===== config.mk =====
export PLATFORM = sky130hd
export DESIGN_NAME = status_leds_and_factory_reset
export DESIGN_NICKNAME = d
export VERILOG_FILES = /design/src/pkg/status_led_pkg.sv /design/src/hw/status_leds_and_factory_reset.sv
export VERILOG_INCLUDE_DIRS = /design/src /design/src/pkg
export SDC_FILE = /design/constraint.sdc
export NUM_CORES = 1
export LEC_CHECK = 0
export ABC_CLOCK_PERIOD_IN_PS = 2400
export BUFFER_PORTS_ARGS = -buffer_cell sky130_fd_sc_hd__buf_2
export CAP_MARGIN = 25
export CORE_AREA = 5 5 137 139
export CTS_CLUSTER_SIZE = 28
export DETAILED_ROUTE_END_ITERATION = 7
export DIE_AREA = 0 0 142 144
export GPL_ROUTABILITY_DRIVEN = 1
export HOLD_SLACK_MARGIN = 0.08
export PLACE_DENSITY = 0.82
export SLEW_MARGIN = 20
export SYNTH_ARGS = -nofsm -noshare
export SYNTH_HDL_FRONTEND = slang
export SYNTH_SLANG_ARGS = --single-unit

===== constraint.sdc =====
create_clock -name core_clk -period 2.4 [get_ports core_clk]
set_input_delay 0.48 -clock core_clk [delete_from_list [all_inputs] [get_ports core_clk]]
set_output_delay 0.48 -clock core_clk [all_outputs]
set_load 0.02 [all_outputs]

===== src/pkg/status_led_defines.svh =====
// Timing constants and register map for the status indicator block
`ifndef STATUS_LED_DEFINES_SVH
`define STATUS_LED_DEFINES_SVH

`define CLK_HZ            25000000
`define HOLD_STEADY_S     5
`define HOLD_ABANDON_S    10
`define HOLD_STEADY_CYC   (`HOLD_STEADY_S * `CLK_HZ)
`define HOLD_ABANDON_CYC  (`HOLD_ABANDON_S * `CLK_HZ)
`define DEBOUNCE_MS       10
`define DEBOUNCE_CYC      ((`DEBOUNCE_MS * `CLK_HZ) / 1000)
`define FAST_HALF_MS      100
`define FAST_HALF_CYC     ((`FAST_HALF_MS * `CLK_HZ) / 1000)
`define SLOW_HALF_MS      500
`define SLOW_HALF_CYC     ((`SLOW_HALF_MS * `CLK_HZ) / 1000)
`define FLASH_MS          50
`define FLASH_CYC         ((`FLASH_MS * `CLK_HZ) / 1000)

`define REG_CTRL          8'h00
`define REG_STATUS        8'h04
`define REG_IRQ_STAT      8'h08
`define REG_IRQ_MASK      8'h0C

`define CTRL_POWER_OK     0
`define CTRL_LEASE_WAIT   1
`define CTRL_REMOTE_READY 2
`define CTRL_REMOTE_CONN  3

`define IRQ_ERR_FRAME     0
`define IRQ_REBOOT        1
`define IRQ_ABANDON       2
`define IRQ_WIDTH         3

`endif


===== src/pkg/status_led_pkg.sv =====
// Types shared by the status indicator block
package status_led_pkg;
  typedef enum logic [2:0] {
    RST_IDLE,
    RST_STEADY,
    RST_FLASH,
    RST_REBOOT,
    RST_DONE
  } reset_state_t;

  typedef enum logic [1:0] {
    CAN_ACTIVE,
    CAN_PASSIVE,
    CAN_BUSOFF
  } can_state_t;
endpackage : status_led_pkg


===== src/hw/status_leds_and_factory_reset.sv =====
// Status indicator lights, factory-reset detection and AXI4-Lite register slave
//
// The AXI4-Lite slave port and the address map were chosen for this implementation.
`timescale 1ns/100ps
`include "status_led_defines.svh"
module status_leds_and_factory_reset (
  input  wire logic        core_clk,
  input  wire logic        srst,
  input  wire logic        clkEn,
  input  wire logic        factoryReset_n,
  input  wire logic        canErrPassive,
  input  wire logic        canBusOff,
  input  wire logic        canErrFrame,
  input  wire logic        s_axi_awvalid,
  output logic             s_axi_awready,
  input  wire logic [7:0]  s_axi_awaddr,
  input  wire logic        s_axi_wvalid,
  output logic             s_axi_wready,
  input  wire logic [31:0] s_axi_wdata,
  input  wire logic [3:0]  s_axi_wstrb,
  output logic             s_axi_bvalid,
  input  wire logic        s_axi_bready,
  output logic [1:0]       s_axi_bresp,
  input  wire logic        s_axi_arvalid,
  output logic             s_axi_arready,
  input  wire logic [7:0]  s_axi_araddr,
  output logic             s_axi_rvalid,
  input  wire logic        s_axi_rready,
  output logic [31:0]      s_axi_rdata,
  output logic [1:0]       s_axi_rresp,
  output logic             power_indicator,
  output logic             canIndicator,
  output logic             errIndicator,
  output logic             network_link_indicator,
  output logic             factoryDefaultReboot,
  output logic             irq
);

  // ----------------------------------------------------------------
  // Timing parameters (long counts shortenable for simulation)
  // ----------------------------------------------------------------
  parameter int unsigned HOLD_STEADY_CYC  = `HOLD_STEADY_CYC;
  parameter int unsigned HOLD_ABANDON_CYC = `HOLD_ABANDON_CYC;
  parameter int unsigned DEBOUNCE_CYC     = `DEBOUNCE_CYC;
  parameter int unsigned FAST_HALF_CYC    = `FAST_HALF_CYC;
  parameter int unsigned SLOW_HALF_CYC    = `SLOW_HALF_CYC;
  parameter int unsigned FLASH_CYC        = `FLASH_CYC;

  function automatic logic reached(input logic [31:0] cnt, input int unsigned lim);
    reached = (cnt >= lim - 1);
  endfunction : reached

  // ----------------------------------------------------------------
  // Input synchronisers
  // ----------------------------------------------------------------
  logic [1:0] resetSync;
  logic [1:0] passiveSync;
  logic [1:0] busOffSync;
  logic [1:0] frameSync;
  logic       frameSeen;

  always_ff @(posedge core_clk) begin
    if (srst) begin
      resetSync   <= 2'h3;
      passiveSync <= 2'h0;
      busOffSync  <= 2'h0;
      frameSync   <= 2'h0;
      frameSeen   <= 1'b0;
    end else if (clkEn) begin
      resetSync   <= {resetSync[0], factoryReset_n};
      passiveSync <= {passiveSync[0], canErrPassive};
      busOffSync  <= {busOffSync[0], canBusOff};
      frameSync   <= {frameSync[0], canErrFrame};
      frameSeen   <= frameSync[1];
    end
  end

  wire errFrameEvt = frameSync[1] & ~frameSeen;

  // ----------------------------------------------------------------
  // Debounce: pressed means pulled low
  // ----------------------------------------------------------------
  logic        pressed;
  logic [31:0] bounceCnt;

  always_ff @(posedge core_clk) begin
    if (srst) begin
      pressed   <= 1'b0;
      bounceCnt <= '0;
    end else if (clkEn) begin
      if (~resetSync[1] == pressed) begin
        bounceCnt <= '0;
      end else if (reached(bounceCnt, DEBOUNCE_CYC)) begin
        pressed   <= ~resetSync[1];
        bounceCnt <= '0;
      end else begin
        bounceCnt <= bounceCnt + 32'h1;
      end
    end
  end

  // ----------------------------------------------------------------
  // Factory-reset window sequencer
  // ----------------------------------------------------------------
  status_led_pkg::reset_state_t rstState;
  logic [31:0]                  holdCnt;
  logic                         bootSampled;

  // Only a press present when the filter settles after boot counts
  always_ff @(posedge core_clk) begin
    if (srst) begin
      rstState    <= status_led_pkg::RST_IDLE;
      holdCnt     <= '0;
      bootSampled <= 1'b0;
    end else if (clkEn) begin
      case (rstState)
        status_led_pkg::RST_IDLE: begin
          if (!bootSampled && reached(holdCnt, DEBOUNCE_CYC + 3)) begin
            bootSampled <= 1'b1;
            holdCnt     <= '0;
            rstState    <= pressed ? status_led_pkg::RST_STEADY : status_led_pkg::RST_DONE;
          end else begin
            holdCnt <= holdCnt + 32'h1;
          end
        end
        status_led_pkg::RST_STEADY: begin
          holdCnt <= holdCnt + 32'h1;
          if (!pressed) begin
            rstState <= status_led_pkg::RST_DONE;
          end else if (reached(holdCnt, HOLD_STEADY_CYC)) begin
            rstState <= status_led_pkg::RST_FLASH;
          end
        end
        status_led_pkg::RST_FLASH: begin
          holdCnt <= holdCnt + 32'h1;
          if (!pressed) begin
            rstState <= status_led_pkg::RST_REBOOT;
          end else if (reached(holdCnt, HOLD_ABANDON_CYC)) begin
            rstState <= status_led_pkg::RST_DONE;
          end
        end
        status_led_pkg::RST_REBOOT: rstState <= status_led_pkg::RST_REBOOT;
        status_led_pkg::RST_DONE:   rstState <= status_led_pkg::RST_DONE;
        default:                    rstState <= status_led_pkg::RST_IDLE;
      endcase
    end
  end

  always_ff @(posedge core_clk) begin
    if (srst) begin
      factoryDefaultReboot <= 1'b0;
    end else if (clkEn) begin
      factoryDefaultReboot <= (rstState == status_led_pkg::RST_REBOOT);
    end
  end

  // ----------------------------------------------------------------
  // Blink generators
  // ----------------------------------------------------------------
  logic [31:0] fastCnt;
  logic [31:0] slowCnt;
  logic        fastPhase;
  logic        slowPhase;
  logic [31:0] flashCnt;

  always_ff @(posedge core_clk) begin
    if (srst) begin
      fastCnt   <= '0;
      slowCnt   <= '0;
      fastPhase <= 1'b0;
      slowPhase <= 1'b0;
    end else if (clkEn) begin
      fastCnt <= reached(fastCnt, FAST_HALF_CYC) ? '0 : fastCnt + 32'h1;
      slowCnt <= reached(slowCnt, SLOW_HALF_CYC) ? '0 : slowCnt + 32'h1;
      if (reached(fastCnt, FAST_HALF_CYC)) begin
        fastPhase <= ~fastPhase;
      end
      if (reached(slowCnt, SLOW_HALF_CYC)) begin
        slowPhase <= ~slowPhase;
      end
    end
  end

  // A frame during a running flash restarts it rather than queuing
  always_ff @(posedge core_clk) begin
    if (srst) begin
      flashCnt <= '0;
    end else if (clkEn) begin
      if (errFrameEvt) begin
        flashCnt <= 32'(FLASH_CYC);
      end else if (flashCnt != '0) begin
        flashCnt <= flashCnt - 32'h1;
      end
    end
  end

  // ----------------------------------------------------------------
  // Registers
  // ----------------------------------------------------------------
  logic [3:0]                  ctrl;
  logic [`IRQ_WIDTH-1:0]       irqStat;
  logic [`IRQ_WIDTH-1:0]       irqMask;
  logic [`IRQ_WIDTH-1:0]       irqEvt;
  logic                        awHeld;
  logic                        wHeld;
  logic [7:0]                  awAddr;
  logic [31:0]                 wData;
  logic [3:0]                  wStrb;
  status_led_pkg::can_state_t  canState;

  assign canState = busOffSync[1] ? status_led_pkg::CAN_BUSOFF
                  : passiveSync[1] ? status_led_pkg::CAN_PASSIVE : status_led_pkg::CAN_ACTIVE;
  assign irqEvt = {rstState == status_led_pkg::RST_FLASH && reached(holdCnt, HOLD_ABANDON_CYC) && pressed,
                   rstState == status_led_pkg::RST_FLASH && !pressed,
                   errFrameEvt};

  wire doWrite = awHeld & wHeld & ~s_axi_bvalid;
  // Frozen state cannot take a beat, so readies drop with the enable
  assign s_axi_awready = clkEn & ~awHeld & ~s_axi_bvalid;
  assign s_axi_wready  = clkEn & ~wHeld & ~s_axi_bvalid;
  assign s_axi_arready = clkEn & ~s_axi_rvalid;
  assign irq           = |(irqStat & irqMask);

  always_ff @(posedge core_clk) begin
    if (srst) begin
      awHeld       <= 1'b0;
      wHeld        <= 1'b0;
      awAddr       <= 8'h00;
      wData        <= 32'h0;
      wStrb        <= 4'h0;
      s_axi_bvalid <= 1'b0;
      s_axi_bresp  <= 2'h0;
    end else if (clkEn) begin
      if (s_axi_awvalid && s_axi_awready) begin
        awHeld <= 1'b1;
        awAddr <= s_axi_awaddr;
      end
      if (s_axi_wvalid && s_axi_wready) begin
        wHeld <= 1'b1;
        wData <= s_axi_wdata;
        wStrb <= s_axi_wstrb;
      end
      if (doWrite) begin
        awHeld       <= 1'b0;
        wHeld        <= 1'b0;
        s_axi_bvalid <= 1'b1;
        s_axi_bresp  <= (awAddr == `REG_CTRL || awAddr == `REG_STATUS || awAddr == `REG_IRQ_STAT
                         || awAddr == `REG_IRQ_MASK) ? 2'h0 : 2'h2;
      end else if (s_axi_bvalid && s_axi_bready) begin
        s_axi_bvalid <= 1'b0;
      end
    end
  end

  always_ff @(posedge core_clk) begin
    if (srst) begin
      ctrl    <= 4'h1;
      irqMask <= '0;
    end else if (clkEn && doWrite && wStrb[0]) begin
      if (awAddr == `REG_CTRL) begin
        ctrl <= wData[3:0];
      end
      if (awAddr == `REG_IRQ_MASK) begin
        irqMask <= wData[`IRQ_WIDTH-1:0];
      end
    end
  end

  // New events win over a write-one clear in the same cycle
  always_ff @(posedge core_clk) begin
    if (srst) begin
      irqStat <= '0;
    end else if (clkEn) begin
      if (doWrite && wStrb[0] && awAddr == `REG_IRQ_STAT) begin
        irqStat <= (irqStat & ~wData[`IRQ_WIDTH-1:0]) | irqEvt;
      end else begin
        irqStat <= irqStat | irqEvt;
      end
    end
  end

  always_ff @(posedge core_clk) begin
    if (srst) begin
      s_axi_rvalid <= 1'b0;
      s_axi_rdata  <= 32'h0;
      s_axi_rresp  <= 2'h0;
    end else if (clkEn) begin
      if (s_axi_arvalid && s_axi_arready) begin
        s_axi_rvalid <= 1'b1;
        s_axi_rresp  <= 2'h0;
        case (s_axi_araddr)
          `REG_CTRL:     s_axi_rdata <= {28'h0, ctrl};
          `REG_STATUS:   s_axi_rdata <= {24'h0, pressed, factoryDefaultReboot, canState, 1'b0, rstState};
          `REG_IRQ_STAT: s_axi_rdata <= {29'h0, irqStat};
          `REG_IRQ_MASK: s_axi_rdata <= {29'h0, irqMask};
          default: begin
            s_axi_rdata <= 32'h0;
            s_axi_rresp <= 2'h2;
          end
        endcase
      end else if (s_axi_rvalid && s_axi_rready) begin
        s_axi_rvalid <= 1'b0;
      end
    end
  end

  // ----------------------------------------------------------------
  // Indicator drive
  // ----------------------------------------------------------------
  always_ff @(posedge core_clk) begin
    if (srst) begin
      power_indicator        <= 1'b0;
      network_link_indicator <= 1'b0;
      canIndicator           <= 1'b0;
      errIndicator           <= 1'b0;
    end else if (clkEn) begin
      power_indicator <= ctrl[`CTRL_POWER_OK];
      if (ctrl[`CTRL_REMOTE_CONN]) begin
        network_link_indicator <= 1'b1;
      end else if (ctrl[`CTRL_LEASE_WAIT]) begin
        network_link_indicator <= fastPhase;
      end else if (ctrl[`CTRL_REMOTE_READY]) begin
        network_link_indicator <= slowPhase;
      end else begin
        network_link_indicator <= 1'b0;
      end
      // Reset sequence owns both lights; otherwise CAN status drives both, and the error flash drives errIndicator alone
      if (rstState == status_led_pkg::RST_STEADY) begin
        canIndicator <= 1'b1;
        errIndicator <= 1'b1;
      end else if (rstState == status_led_pkg::RST_FLASH || rstState == status_led_pkg::RST_REBOOT) begin
        canIndicator <= fastPhase;
        errIndicator <= fastPhase;
      end else if (canState == status_led_pkg::CAN_BUSOFF) begin
        canIndicator <= slowPhase;
        errIndicator <= slowPhase;
      end else if (canState == status_led_pkg::CAN_PASSIVE) begin
        canIndicator <= fastPhase;
        errIndicator <= fastPhase;
      end else begin
        canIndicator <= 1'b0;
        errIndicator <= (flashCnt != '0);
      end
    end
  end

endmodule : status_leds_and_factory_reset


=== Word level (Yosys, flattened, before mapping) ===
Cells that the tools add are included.

* Register bits: 244

* Magnitude comparators: 6
* $add $sub $neg: 5
* Reduce and logical (&&, ||, !) cells: 49
* Equal/unequal tests: 16
* Muxes and demuxes: 40
* Bitwise gates (word level): 22

{| class="wikitable"
|+ Operator list
! operator !! count
|-
| 2-to-1 mux 32 bit || 7
|-
| adder 32 x 1 -> 32 bit, second input constant || 4
|-
| greater-or-equal comparator 32 x 18 -> 1 bit, second input constant || 2
|-
| greater-or-equal comparator 32 bit, second input constant || 2
|-
| one-hot mux 32 bit (2 select lines) || 1
|-
| == test 8 x 4 -> 1 bit, second input constant || 4
|-
| greater-or-equal comparator 32 x 27 -> 1 bit, second input constant || 1
|-
| greater-or-equal comparator 32 x 28 -> 1 bit, second input constant || 1
|-
| one-hot mux 8 bit (4 select lines) || 1
|-
| nonzero test 32 bit || 1
|-
| subtractor 32 x 1 -> 32 bit, second input constant || 1
|-
| AND reduction 2 bit || 14
|-
| 2-to-1 mux 3 bit || 7
|-
| 2-to-1 mux 1 bit || 20
|-
| == test 8 x 3 -> 1 bit, second input constant || 2
|-
| zero test 8 bit || 2
|-
| one-hot mux 3 bit (5 select lines) || 1
|-
| logical AND 1 bit || 13
|-
| nonzero test 2 bit || 6
|-
| inverter 1 bit || 9
|-
| AND 1 bit || 8
|-
| AND 3 bit || 2
|-
| == test 3 x 2 -> 1 bit, second input constant || 2
|-
| 2-to-1 mux 2 bit || 3
|-
| 17 further kinds || 24
|}

=== Longest topological paths before layout ===
* Depth after elaboration: 7
* Mapped depth: 11
* Gate-level depth less buffers: 9

=== Worst setup path before layout ===
Ideal clock, no wire load.

* Kind: input -> register
* Start: input clkEn
* End: register holdCnt[26]
* Data required time: 2.283 ns
* Library setup time: 0.117 ns
* Path buffers: 2
* Cell stages on the path: 9
* Slack: 0.184 ns
* Data arrival time: 2.099 ns
* Cell sequence: buf_2 > nand2b_4 > or4b_1 > buf_2 > nor4_4 > and4bb_1 > nand3_1 > xor2_1 > nor2_1

* Cells in the longest elaborated chain, start to end: 1

{| class="wikitable"
|+ Ends and longest elaborated chain
! element !! RTL line !! source
|-
| start: declaration || status_leds_and_factory_reset.sv:9 || <nowiki>input wire logic clkEn,</nowiki>
|-
| AND reduction 2 bit (no line) || n/a ||
|-
| end signal: assignment || status_leds_and_factory_reset.sv:123 || <nowiki>holdCnt <= holdCnt + 32'h1;</nowiki>
|-
| end signal: assignment || status_leds_and_factory_reset.sv:127 || <nowiki>holdCnt <= holdCnt + 32'h1;</nowiki>
|-
| end signal: assignment || status_leds_and_factory_reset.sv:135 || <nowiki>holdCnt <= holdCnt + 32'h1;</nowiki>
|-
| end: declaration || status_leds_and_factory_reset.sv:106 || <nowiki>logic [31:0] holdCnt;</nowiki>
|}

Every way passes these cells.
A chain may end at the register's enable or synchronous reset.

=== Worst setup path after layout ===
* Start: register slowCnt[1]
* End: register slowCnt[26]

* Cells in the longest elaborated chain, start to end: 2
* Elaborated cells on any way between the ends: 3
* Classes of those cells: add/sub: 1; order compare: 1; mux: 1

{| class="wikitable"
|+ Ends and longest elaborated chain
! element !! RTL line !! source
|-
| start: declaration || status_leds_and_factory_reset.sv:161 || <nowiki>logic [31:0] slowCnt;</nowiki>
|-
| start signal: assignment || status_leds_and_factory_reset.sv:174 || <nowiki>slowCnt <= reached(slowCnt, SLOW_HALF_CYC) ? '0 : slowCnt + 32'h1;</nowiki>
|-
| adder 32 x 1 -> 32 bit or greater-or-equal comparator 32 bit (tied branches) || status_leds_and_factory_reset.sv:174, status_leds_and_factory_reset.sv:50 ||
|-
| 2-to-1 mux 32 bit * || status_leds_and_factory_reset.sv:174 ||
|}

Mark *: on every way between the ends. The rest lies on a longest branch, timed or not.

==> run summary <==
outcome - finished clean
CTS tree - done
VDD IR-drop max - 0.619 mV
Setup WS pre-CTS - 51.0 ps
Core ar. - 17500 sq um
initial antenna violation count - 2
Sequential Area - 4370 sq um
routability cong. - 0.874
Die Width - 142 microns
Max FO, Critical Path - 5
Layout Utilization - 65.5%
distinct cell type count after synthesis - 74
EDFF count, synth - 0
leading register cell type out of synthesis - dfxtp_1
post-synthesis sequential element count - 218
vias in the first global route - 7716
clock sink total - 218
Max transition margin - 64.9%
sequential share of the synthesized area - 43.2%
Vias - 8270
cell depth of the worst hold path - 3
final worst slack - 122 ps
unrepaired setup endpoints after global routing - false
Hold Crit Start - s_axi_awaddr[6]
Setup crit end kind - flop
Buffers on Ports - 53
CP Launch Type - flop
fin. max-slew vios - 0
H-tree levels - 1
Final Hold Viols - 0
largest net degree at the start of global routing - 42
worst setup path class - reg2reg
Worst Hold Class - in2reg
grt total ovfl - 0
Mapped Area - 10100 sq um
IO Pins - 111
final worst path period share - 94.9%
row cnt - 49
1st-pass router iterations - 5
max capacitance violation total - 0
mean number of vias per cell - 5.55
Total Power - 10.0 mW
Final min period - 2280 ps
Worst R2R Path Depth - 8
Tot GR Track Use - 20.7%
first-pass GRT wire length - 36000 microns
clock latency on the worst-skew pair - 500 ps
Setup violations, final - 0
final setup TNS - 0 ps
layout cells sized above 1 - 13.1%
drt drc - 0
Post-synth ARST share - 0%
syn avg cell area - 8.60 sq um
Pwr per Cell Area - 872 nW/um^2
nets - 1318
Tightest Pin Transition - 525 ps
Routed wire per std cell - 14.4 microns
Layout Skew - 9.04 ps
Synthesis Warnings - 0
multi-input logic area - 5340 sq um
dpl cells - 1449
Leak - 4.46 nW
dpl hpwl - 14600 microns
RR Endpoint - slowCnt[26]$_SDFFE_PP0P_
worst hold endpoint - awAddr[6]$_SDFFE_PP0P_
Die ar. - 20400 sq um
filler cell count - 1383
fin cells - 1490
highest clock rate - 0.439 GHz
Die Ht - 144 microns
Clock Tree Root - clkbuf_16
DRT Wirelength - 21500 microns
Syn Inst Count - 1175
Area Overhead vs Synth - 13.8%
R2R Setup Slk - 120 ps
Initial Utilization - 57.6%
Data required, critical path - 2790 ps
hold_buf cts - 0
worst r2r src - slowCnt[1]$_SDFFE_PP0P_
Inserted Clock Buffers - 23
drt initial violations - 615
ANT nets after route - 0
clock slew at reported path FFs - 60 ps
CP Data Arrival Time - 2670 ps
Clock Path Buffers - 3
cell usage in the layout (no fill, tap or decap), types with 17 or more instances in the layout:
| master | instances |
|---|---|
| a21oi_1 | 45 |
| and2_1 | 26 |
| and3_1 | 30 |
| buf_2 | 53 |
| buf_4 | 41 |
| clkbuf_16 | 23 |
| conb_1 | 26 |
| dfxtp_1 | 216 |
| inv_1 | 19 |
| mux2i_1 | 23 |
| nand2_1 | 105 |
| nand3_1 | 58 |
| nand4_1 | 27 |
| nor2_1 | 193 |
| nor3_1 | 44 |
| nor4_1 | 17 |
| o21ai_0 | 19 |
| xnor2_1 | 54 |
| xor2_1 | 63 |
kinds of logic after synthesis:
logic type / count (synthesis) / synth area share [%]
AO/OA/AOI/OAI: 138 / 9.37
other: 1 / 0.0371
adder cells (fa/ha/maj): 9 / 1.11
flip-flops: 218 / 43.2
buffers and inverters: 96 / 5.25
AND/OR/NAND/NOR: 570 / 27.9
XOR/XNOR: 117 / 10.1
multiplexers: 26 / 2.95
cell type report:
class | instances | share of cell area, %
clock inverters | 8 | 1.44
clock buffers | 32 | 5.65
repair buffers | 96 | 5.26
multi-input cells | 886 | 46.5
well taps | 229 | 2.49
flip-flops and latches | 218 | 38.0
inverters | 20 | 0.653
diodes | 1 | 0.0218
through the flow:
stage	hold slack [ps]	area, sq um
finish	220	11500
global route	217	11500
CTS	211	11400
detailed placement	450	10600
global placement	444	10600
floorplan	431	10200
sequential cells by signal, indices dropped and copies added (netlist names), 2 cells and up:
name	count
frameSync	2
rstState	3
fastCnt	32
slowCnt	32
holdCnt	32
irqStat	3
irqMask	3
wData	4
s_axi_rdata	8
flashCnt	32
busOffSync	2
passiveSync	2
resetSync	2
ctrl	4
bounceCnt	32
awAddr	8
worst max path at each step:
stage | start | end | cells past startpoint
floorplan | clkEn | holdCnt[26]$_SDFFE_PP0P_ | 9
global placement | clkEn | holdCnt[26]$_SDFFE_PP0P_ | 8
detailed placement | clkEn | s_axi_rdata[4]$_SDFFE_PP0P_ | 9
CTS | slowCnt[0]$_SDFFE_PP0P_ | slowCnt[5]$_SDFFE_PP0P_ | 10
global route | holdCnt[12]$_SDFFE_PP0P_ | rstState[0]$_SDFFE_PP0P_ | 7
finish | slowCnt[1]$_SDFFE_PP0P_ | slowCnt[26]$_SDFFE_PP0P_ | 8
where the power goes:
| group | internal [mW] | leakage, nW | switching, mW |
|---|---|---|---|
| clock | 2.42 | 0.401 | 1.40 |
| combinational | 0.891 | 2.29 | 1.16 |
| sequential | 3.90 | 1.76 | 0.251 |
layer usage:
| metal | global-route usage (%) | part of all wire, % | vias up |
|---|---|---|---|
| met5 | 0 | 0.061 | - |
| met4 | 5.66 | 2.2 | 2 |
| met3 | 3.47 | 5.5 | 41 |
| met2 | 35.1 | 47 | 190 |
| met1 | 27.5 | 45 | 3894 |
| li1 | - | - | 4143 |
worst max-delay path, cell delays in order (launching register included):
cell and delay (ps):
dfxtp_1 420, ha_1 240, nand3_1 160, nor4_1 440
and3_1 290, and2_1 240, nand3_1 150, xor2_1 170
nor2_1 50
cell usage after synthesis (all sizes together), types with 8 or more instances:
| master | count | area (sq um) |
|---|---|---|
| dfxtp | 218 | 4360 |
| nor2 | 193 | 724 |
| and3 | 33 | 210 |
| o21ai | 22 | 114 |
| nand3 | 58 | 290 |
| nor4 | 26 | 218 |
| clkbuf | 32 | 140 |
| nor2b | 14 | 87.6 |
| nand2b | 9 | 63.8 |
| ha | 9 | 113 |
| xnor2 | 54 | 473 |
| inv | 19 | 71.3 |
| a21oi | 46 | 230 |
| mux2i | 23 | 230 |
| a22oi | 8 | 60.1 |
| buf | 44 | 315 |
| o211ai | 8 | 70.1 |
| a22o | 14 | 123 |
| a31oi | 8 | 50.1 |
| xor2 | 63 | 552 |
| nand2 | 106 | 405 |
| nor3 | 45 | 230 |
| nand4 | 27 | 169 |
| and2 | 26 | 163 |
timing repair:
item                                    in CTS  in global routing
endpoints found under the hold margin        0                  0
gates resized for setup                      1                 11
pin swaps                                    0                  1
endpoints found under the setup margin       3                 55
gates cloned                                 0                  0
buffers inserted                             0                  0
Note: power is estimated with default switching activity, not from simulation.
